File: src/flash_guard_pkg.sv
// Constants for the flash write-guard and query host controller
package flash_guard_pkg;
    localparam int          ADDR_W          = 20;
    localparam int          DATA_W          = 16;
    localparam logic [7:0]  CMD_QUERY       = 8'h98;
    localparam logic [7:0]  CMD_RESET       = 8'hF0;
    localparam logic [7:0]  CMD_UNLOCK1     = 8'hAA;
    localparam logic [7:0]  CMD_UNLOCK2     = 8'h55;
    localparam logic [7:0]  CMD_SEC_ENTER   = 8'h88;
    localparam logic [7:0]  CMD_SEC_EXIT    = 8'h90;
    localparam logic [7:0]  CMD_SEC_EXIT2   = 8'h00;
    localparam logic [11:0] ADDR_UNLOCK1_W  = 12'h555;
    localparam logic [11:0] ADDR_UNLOCK2_W  = 12'h2AA;
    localparam logic [11:0] ADDR_QUERY_W    = 12'h055;
    localparam logic [11:0] ADDR_QUERY_B    = 12'h0AA;
    localparam logic [7:0]  QRY_FIRST       = 8'h10;
    localparam logic [7:0]  QRY_LAST        = 8'h26;
    localparam int          STROBE_MIN_NS   = 5;
    localparam int          SETUP_MIN_NS    = 40;
    localparam int          READ_ACC_NS     = 85;
    localparam int          CLK_PERIOD_NS   = 5;
    localparam int          STROBE_CYC      =
        (STROBE_MIN_NS + CLK_PERIOD_NS - 1) / CLK_PERIOD_NS;
    localparam int          SETUP_CYC       =
        (SETUP_MIN_NS + CLK_PERIOD_NS - 1) / CLK_PERIOD_NS;
    localparam int          READ_CYC        =
        (READ_ACC_NS + CLK_PERIOD_NS - 1) / CLK_PERIOD_NS;
    localparam int          CNT_W           = 8;
    typedef enum logic [2:0]
    {
        OP_WRITE,
        OP_READ,
        OP_QUERY_ENTER,
        OP_RESET,
        OP_SEC_ENTER,
        OP_SEC_EXIT
    } op_t;
    typedef enum logic [2:0]
    {
        MODE_ARRAY,
        MODE_QUERY,
        MODE_QUERY_AUTO,
        MODE_AUTOSELECT,
        MODE_SECURED
    } mode_t;
endpackage

File: src/flash_guard_host.sv
// Host bus controller driving the flash command pins for guard and query operations
`timescale 1ns/1ps
`default_nettype none
module flash_guard_host #(
    parameter int ADDR_W  = flash_guard_pkg::ADDR_W,
    parameter int DATA_W  = flash_guard_pkg::DATA_W
) (
    input  wire logic              clk_i,
    input  wire logic              srst_i,
    input  wire logic              en_i,
    input  wire logic              req_valid_i,
    output logic                   req_ready_o,
    input  wire logic [2:0]        req_op_i,
    input  wire logic [ADDR_W-1:0] req_addr_i,
    input  wire logic [DATA_W-1:0] req_data_i,
    input  wire logic              byte_mode_i,
    input  wire logic              dev_busy_i,
    input  wire logic              supply_ok_i,
    output logic                   rsp_valid_o,
    output logic [DATA_W-1:0]      rsp_data_o,
    output logic                   rsp_err_o,
    output logic [2:0]             mode_o,
    output logic                   ce_n_o,
    output logic                   we_n_o,
    output logic                   oe_n_o,
    output logic [ADDR_W-1:0]      addr_o,
    output logic [DATA_W-1:0]      dq_o,
    output logic                   dq_oe_o,
    input  wire logic [DATA_W-1:0] dq_i
);
    typedef enum
    {
        S_IDLE,
        S_SETUP,
        S_STROBE,
        S_HOLD,
        S_READ
    } state_t;

    localparam int            CNT_W_L = flash_guard_pkg::CNT_W;
    state_t                   state_q, state_d;
    logic [CNT_W_L-1:0]       cnt_q, cnt_d;
    logic [1:0]               step_q, step_d;
    logic [1:0]               nsteps_q, nsteps_d;
    logic [2:0]               op_q, op_d;
    logic [ADDR_W-1:0]        uaddr_q, uaddr_d;
    logic [DATA_W-1:0]        udata_q, udata_d;
    flash_guard_pkg::mode_t   mode_q, mode_d;
    logic                     ce_n_q, ce_n_d, we_n_q, we_n_d, oe_n_q, oe_n_d;
    logic [ADDR_W-1:0]        addr_q, addr_d;
    logic [DATA_W-1:0]        dq_q, dq_d, rdata_q, rdata_d;
    logic                     dq_oe_q, dq_oe_d, rv_q, rv_d, err_q, err_d;
    logic [ADDR_W-1:0]        cyc_addr;
    logic [7:0]               cyc_data;

    localparam logic [CNT_W_L-1:0] SETUP_C  = CNT_W_L'(flash_guard_pkg::SETUP_CYC);
    localparam logic [CNT_W_L-1:0] STROBE_C = CNT_W_L'(flash_guard_pkg::STROBE_CYC + 1);
    localparam logic [CNT_W_L-1:0] READ_C   = CNT_W_L'(flash_guard_pkg::READ_CYC);

    // Address and data of the current bus cycle of a multi-cycle sequence
    always_comb
    begin
        logic [11:0] a;
        logic [7:0]  d;
        a = 12'h000;
        d = 8'h00;
        case (op_q)
            flash_guard_pkg::OP_QUERY_ENTER:
            begin
                // Query command address depends on bus width
                a = byte_mode_i ? flash_guard_pkg::ADDR_QUERY_B
                                : flash_guard_pkg::ADDR_QUERY_W;
                d = flash_guard_pkg::CMD_QUERY;
            end
            flash_guard_pkg::OP_RESET:
            begin
                d = flash_guard_pkg::CMD_RESET;
            end
            flash_guard_pkg::OP_SEC_ENTER, flash_guard_pkg::OP_SEC_EXIT:
            begin
                // Unlock pair precedes the final command
                if (step_q == 2'h0)
                begin
                    a = flash_guard_pkg::ADDR_UNLOCK1_W;
                    d = flash_guard_pkg::CMD_UNLOCK1;
                end
                else if (step_q == 2'h1)
                begin
                    a = flash_guard_pkg::ADDR_UNLOCK2_W;
                    d = flash_guard_pkg::CMD_UNLOCK2;
                end
                else if (step_q == 2'h2)
                begin
                    a = flash_guard_pkg::ADDR_UNLOCK1_W;
                    d = (op_q == flash_guard_pkg::OP_SEC_ENTER)
                        ? flash_guard_pkg::CMD_SEC_ENTER : flash_guard_pkg::CMD_SEC_EXIT;
                end
                else
                begin
                    d = flash_guard_pkg::CMD_SEC_EXIT2;
                end
            end
            default:
            begin
                a = 12'h000;
                d = 8'h00;
            end
        endcase
        // Byte-mode unlock addresses are doubled like query addresses
        if (byte_mode_i && op_q != flash_guard_pkg::OP_QUERY_ENTER)
            a = {a[10:0], 1'b0};
        if (op_q == flash_guard_pkg::OP_WRITE || op_q == flash_guard_pkg::OP_READ)
            cyc_addr = uaddr_q;
        else
            cyc_addr = ADDR_W'(a);
        cyc_data = d;
    end

    always_comb
    begin
        state_d  = state_q;
        cnt_d    = cnt_q;
        step_d   = step_q;
        nsteps_d = nsteps_q;
        op_d     = op_q;
        uaddr_d  = uaddr_q;
        udata_d  = udata_q;
        mode_d   = mode_q;
        ce_n_d   = ce_n_q;
        we_n_d   = we_n_q;
        oe_n_d   = oe_n_q;
        addr_d   = addr_q;
        dq_d     = dq_q;
        dq_oe_d  = dq_oe_q;
        rdata_d  = rdata_q;
        rv_d     = 1'b0;
        err_d    = err_q;
        // Device lost supply: it now reads array, track that
        if (!supply_ok_i)
            mode_d = flash_guard_pkg::MODE_ARRAY;
        case (state_q)
            S_IDLE:
            begin
                ce_n_d  = 1'b1;
                we_n_d  = 1'b1;
                oe_n_d  = 1'b1;
                dq_oe_d = 1'b0;
                if (req_valid_i)
                begin
                    op_d    = req_op_i;
                    uaddr_d = req_addr_i;
                    udata_d = req_data_i;
                    step_d  = 2'h0;
                    err_d   = 1'b0;
                    nsteps_d = (req_op_i == flash_guard_pkg::OP_SEC_ENTER) ? 2'h2
                             : (req_op_i == flash_guard_pkg::OP_SEC_EXIT)  ? 2'h3 : 2'h0;
                    // No query entry while an embedded operation runs
                    // Writes are pointless below the lockout level
                    if ((req_op_i == flash_guard_pkg::OP_QUERY_ENTER && dev_busy_i) ||
                        (req_op_i != flash_guard_pkg::OP_READ && !supply_ok_i))
                    begin
                        err_d = 1'b1;
                        rv_d  = 1'b1;
                    end
                    else
                    begin
                        // Address settles before the later falling edge
                        state_d = S_SETUP;
                        cnt_d   = SETUP_C;
                    end
                end
            end
            S_SETUP:
            begin
                addr_d = cyc_addr;
                ce_n_d = 1'b0;
                if (op_q == flash_guard_pkg::OP_READ)
                begin
                    oe_n_d  = 1'b0;
                    state_d = S_READ;
                    cnt_d   = READ_C;
                end
                else
                begin
                    // Keep output enable high through every write cycle
                    oe_n_d  = 1'b1;
                    dq_oe_d = 1'b1;
                    dq_d    = (op_q == flash_guard_pkg::OP_WRITE) ? udata_q
                                                                  : DATA_W'(cyc_data);
                    if (cnt_q <= 1)
                    begin
                        we_n_d  = 1'b0;
                        state_d = S_STROBE;
                        cnt_d   = STROBE_C;
                    end
                    else
                        cnt_d = cnt_q - 1'b1;
                end
            end
            S_STROBE:
            begin
                // Strobe held low longer than the glitch filter
                if (cnt_q <= 1)
                begin
                    // Data latched on this rising edge, still driven
                    we_n_d  = 1'b1;
                    state_d = S_HOLD;
                    cnt_d   = SETUP_C;
                end
                else
                    cnt_d = cnt_q - 1'b1;
            end
            S_HOLD:
            begin
                ce_n_d = 1'b1;
                if (cnt_q <= 1)
                begin
                    dq_oe_d = 1'b0;
                    if (step_q < nsteps_q)
                    begin
                        step_d  = step_q + 1'b1;
                        state_d = S_SETUP;
                        cnt_d   = SETUP_C;
                    end
                    else
                    begin
                        state_d = S_IDLE;
                        rv_d    = 1'b1;
                        case (op_q)
                            flash_guard_pkg::OP_QUERY_ENTER:
                                // Remember autoselect as the return mode
                                mode_d = (mode_q == flash_guard_pkg::MODE_AUTOSELECT)
                                       ? flash_guard_pkg::MODE_QUERY_AUTO
                                       : flash_guard_pkg::MODE_QUERY;
                            flash_guard_pkg::OP_RESET:
                                mode_d = (mode_q == flash_guard_pkg::MODE_QUERY_AUTO)
                                       ? flash_guard_pkg::MODE_AUTOSELECT
                                       : flash_guard_pkg::MODE_ARRAY;
                            flash_guard_pkg::OP_SEC_ENTER:
                                mode_d = flash_guard_pkg::MODE_SECURED;
                            flash_guard_pkg::OP_SEC_EXIT:
                                mode_d = flash_guard_pkg::MODE_ARRAY;
                            default:
                                mode_d = mode_q;
                        endcase
                    end
                end
                else
                    cnt_d = cnt_q - 1'b1;
            end
            S_READ:
            begin
                if (cnt_q <= 1)
                begin
                    // Upper byte dropped for query reads and for every byte-mode read
                    if (mode_q == flash_guard_pkg::MODE_QUERY ||
                        mode_q == flash_guard_pkg::MODE_QUERY_AUTO || byte_mode_i)
                        rdata_d = {{(DATA_W-8){1'b0}}, dq_i[7:0]};
                    else
                        rdata_d = dq_i;
                    oe_n_d  = 1'b1;
                    ce_n_d  = 1'b1;
                    rv_d    = 1'b1;
                    state_d = S_IDLE;
                end
                else
                    cnt_d = cnt_q - 1'b1;
            end
            default:
                state_d = S_IDLE;
        endcase
    end

    always_ff @(posedge clk_i)
    begin
        if (srst_i)
        begin
            // Strobes idle high so power-up never looks like a command
            state_q  <= S_IDLE;
            cnt_q    <= '0;
            step_q   <= 2'h0;
            nsteps_q <= 2'h0;
            op_q     <= 3'h0;
            uaddr_q  <= '0;
            udata_q  <= '0;
            mode_q   <= flash_guard_pkg::MODE_ARRAY;
            ce_n_q   <= 1'b1;
            we_n_q   <= 1'b1;
            oe_n_q   <= 1'b1;
            addr_q   <= '0;
            dq_q     <= '0;
            dq_oe_q  <= 1'b0;
            rdata_q  <= '0;
            rv_q     <= 1'b0;
            err_q    <= 1'b0;
        end
        else if (en_i)
        begin
            state_q  <= state_d;
            cnt_q    <= cnt_d;
            step_q   <= step_d;
            nsteps_q <= nsteps_d;
            op_q     <= op_d;
            uaddr_q  <= uaddr_d;
            udata_q  <= udata_d;
            mode_q   <= mode_d;
            ce_n_q   <= ce_n_d;
            we_n_q   <= we_n_d;
            oe_n_q   <= oe_n_d;
            addr_q   <= addr_d;
            dq_q     <= dq_d;
            dq_oe_q  <= dq_oe_d;
            rdata_q  <= rdata_d;
            rv_q     <= rv_d;
            err_q    <= err_d;
        end
    end

    assign req_ready_o = (state_q == S_IDLE) && en_i;
    assign rsp_valid_o = rv_q;
    assign rsp_data_o  = rdata_q;
    assign rsp_err_o   = err_q;
    assign mode_o      = 3'(mode_q);
    assign ce_n_o      = ce_n_q;
    assign we_n_o      = we_n_q;
    assign oe_n_o      = oe_n_q;
    assign addr_o      = addr_q;
    assign dq_o        = dq_q;
    assign dq_oe_o     = dq_oe_q;
endmodule
`default_nettype wire

File: config.mk
export PLATFORM = sky130hd
export DESIGN_NAME = flash_guard_host
export DESIGN_NICKNAME = d
export VERILOG_FILES = /design/src/flash_guard_pkg.sv /design/src/flash_guard_host.sv
export SDC_FILE = /design/constraint.sdc
export NUM_CORES = 1
export LEC_CHECK = 0
export ABC_AREA = 0
export ABC_CLOCK_PERIOD_IN_PS = 4100
export BUFFER_PORTS_ARGS = -buffer_cell sky130_fd_sc_hd__clkbuf_2
export CELL_PAD_IN_SITES_DETAIL_PLACEMENT = 1
export CELL_PAD_IN_SITES_GLOBAL_PLACEMENT = 1
export CORE_ASPECT_RATIO = 0.7
export CORE_MARGIN = 3
export CORE_UTILIZATION = 34
export DETAILED_ROUTE_END_ITERATION = 7
export PLACE_DENSITY_LB_ADDON = 0.1
export RECOVER_POWER = 50
export SETUP_SLACK_MARGIN = 0.02
export SLEW_MARGIN = 5
export SYNTH_ARGS = -nofsm -noshare
export SYNTH_HDL_FRONTEND = slang
export SYNTH_SLANG_ARGS = --single-unit
File: constraint.sdc
create_clock -name clk_i -period 4.1 [get_ports clk_i]
set_input_delay 0 -clock clk_i [delete_from_list [all_inputs] [get_ports clk_i]]
set_output_delay 0 -clock clk_i [all_outputs]
set_load 0.01 [all_outputs]
==> run summary <==
status: complete, but fails checks
failing checks: capacitance limit, slew limit
DRC viols: 0
Reg area: 0.00230 mm^2
synthesized area per cell: 7.90 um^2
Req. time, crit path: 4.44 ns
number of flops mapped to enable cells by yosys: 0
Num CTS Buffers: 17
Synth area leaders: dfxtp_1 (47%), nand2_1 (10%), a21oi_1 (8.8%), nor2_1 (4.8%), clkbuf_1 (3.3%)
fin nets: 856
worst skew pair latency: 0.41 ns
kind of end point of the critical path: flip-flop
Syn Nets: 694
Buffers on Ports: 123
DRT Pass-1 Iters: 4
VDD IR max: 0.325 mV
Synth Warn #: 0
Root Buffer: clkbuf_16
initial antenna violation count: 0
clk buf depth: 2
worst setup path category: flip-flop to flip-flop
Final setup viols: 0
Hold/Removal Path Class: input pin to flip-flop
fin area: 0.00675 mm^2
Synth top cells by count: nand2_1 (133), dfxtp_1 (115), a21oi_1 (87)
Yosys top cell by area: dfxtp_1
RSZ-0062 raised after global routing: false
# rows: 36
first-pass GRT wire length: 26,500 um
synthesized flop and latch total: 115
slowest cell delay on critical path: 1.05 ns
Max-Cap Viols: 1
Starting Density: 0.351
mapped cell area: 0.00493 mm^2
post-synth top area share: 0.467
Rel. slew slack: -0.177
wire per inst: 16.7 um
Main synth FF type: dfxtp_1
Multi-input gate area: 0.00241 mm^2
GRT Total Usage: 0.210
H-Tree Depth: 4
Post-DRT Antenna Nets: 0
Chip Width: 150 um
Worst Skew: 0.0105 ns
total congestion overflow: 0
TritonCTS clock tree: done
DRT iter0 DRCs: 236
Worst-path clk slew: 0.05 ns
die height: 107 um
Core Area: 0.0141 mm^2
top-count cell post-synth: nand2_1
Yosys cell types: 50
die area: 0.0160 mm^2
Slew @ Worst Pin: 1.77 ns
CP max FO: 17
final worst-path cycle share: 0.779
Routed WL: 16,500 um
TNS Setup: 0 ns
pre-CTS WS: 1.41 ns
final number of max-transition violations: 44
P&R area growth vs syn: 36.8%
WHS: 0.107 ns
ANT cells: 0
pin count of the biggest net entering global routing: 83
Placed Area: 0.00567 mm^2
Top Ports: 124
routability cong.: 0.830
Pleak: 0.00257 uW
minimum clock period: 3.20 ns
ys async rst share: 0
Slowest cell on crit path: nor4_1
Clock Sinks: 115
most used cell along the critical path: nor2_1
DR vias: 4,983
PwrDens: 501 mW/mm^2
Syn Inst Count: 625
fillcell total: 1,755
HPWL Detailed: 10,800 um
Max Freq: 0.313 GHz
ratio of cells with drive above 1 in the final layout: 0.130
Final Util: 0.480
vias in the first global route: 5,247
final hold vios: 0
startpoint class of the critical path: flip-flop
CTS resizes: 0
sequential share of the synthesized area: 0.467
crit path cell chain: inv_1, ha_1, nor2_1, nor4_1, nand4b_1, buf_4, a211oi_4, a22oi_1, nor2_1
Vias/cell: 5.03
crit path DAT: 3.54 ns
Worst Setup Slack, final: 0.905 ns
critical path, delay by kind of cell, from the launching register on:
family / cells / cell delay, ns
buffers and inverters: 2 / 0.41
AND/OR/NAND/NOR: 4 / 1.49
flip-flops: 1 / 0.35
adder cells (fa/ha/maj): 1 / 0.24
AO/OA/AOI/OAI: 2 / 0.61
cell type report:
cell class	instances	share of cell area
Timing Repair Buffer	188	0.174
Clock buffer	20	0.0662
Sequential cell	115	0.341
Multi-Input combinational cell	452	0.357
Inverter	13	0.00723
Clock inverter	12	0.0195
Tap cell	190	0.0352
state kept, by name, summed over array words and instances (netlist names):
signal and flops:
state_q 3, ce_n_o 1, we_n_o 1, udata_q 16
oe_n_o 1, dq_oe_o 1, op_q 3, rsp_data_o 16
addr_o 20, dq_o 16, rsp_valid_o 1, nsteps_q 2
cnt_q 8, rsp_err_o 1, mode_o 3, step_q 2
uaddr_q 20
metal layers:
| layer | share of wire | global-route usage |
|---|---|---|
| met1 | 0.47 | 0.274 |
| met5 | 0 | 0 |
| met2 | 0.47 | 0.352 |
| met3 | 0.044 | 0.0473 |
| met4 | 0.0096 | 0.0496 |
power by group:
| group | switching, uW | internal, uW |
|---|---|---|
| clock | 537 | 910 |
| combinational | 414 | 239 |
| sequential | 83.1 | 1200 |
| total | 1030 | 2350 |
per-stage QoR:
stage,std cells,total power [uW]
after floorplan,625,1710
after global placement,899,1910
after detailed placement,899,1930
after CTS,990,3420
after global routing,990,3570
final,990,3380
logic make-up (layout without fill, tap and decap cells):
| group | after synthesis | count (layout) | share of synthesized area |
|---|---|---|---|
| flops | 115 | 115 | 0.467 |
| simple gates | 269 | 269 | 0.242 |
| buf+inv | 58 | 233 | 0.0446 |
| fa+ha+maj | 8 | 8 | 0.0198 |
| compound gates | 159 | 159 | 0.195 |
| mux | 14 | 14 | 0.0284 |
| xor+xnor | 2 | 2 | 0.00355 |
final timing paths:
kind	start	endpoint	slack, ns	cells past startpoint
min reg2reg	dq_o[12]	dq_o[12]	0.45	2
max reg2reg	cnt_q[0]	rsp_data_o[9]	0.90	9
min	req_valid_i	rsp_valid_o	0.11	5
max	cnt_q[0]	rsp_data_o[9]	0.90	9
timing repair:
| action | CTS | global route |
|---|---|---|
| hold endpoints to repair | 60 | 0 |
| buffers inserted | 0 | 0 |
| hold buffers | 59 | 0 |
cells in the final DEF, fill, tap and decap left out, types with 3 or more instances in the layout:
cell	n
clkinvlp_4	4
mux2i_1	14
inv_1	13
nand4_1	4
nand3b_1	3
nor3_1	10
clkbuf_2	60
o21ai_0	14
a21oi_1	87
nand2b_1	9
dlygate4sd3_1	59
a22oi_1	9
nor2_1	62
dfxtp_1	115
o22ai_1	6
nand2_1	132
clkbuf_1	65
clkinv_2	3
ha_1	7
nand4b_1	3
nand3_1	19
clkbuf_16	17
a311oi_1	3
a31oi_1	4
or3_1	3
o31ai_1	3
buf_4	6
a211oi_1	15
a21o_1	3
nor2b_1	8
(Power assumes the default switching activity.)
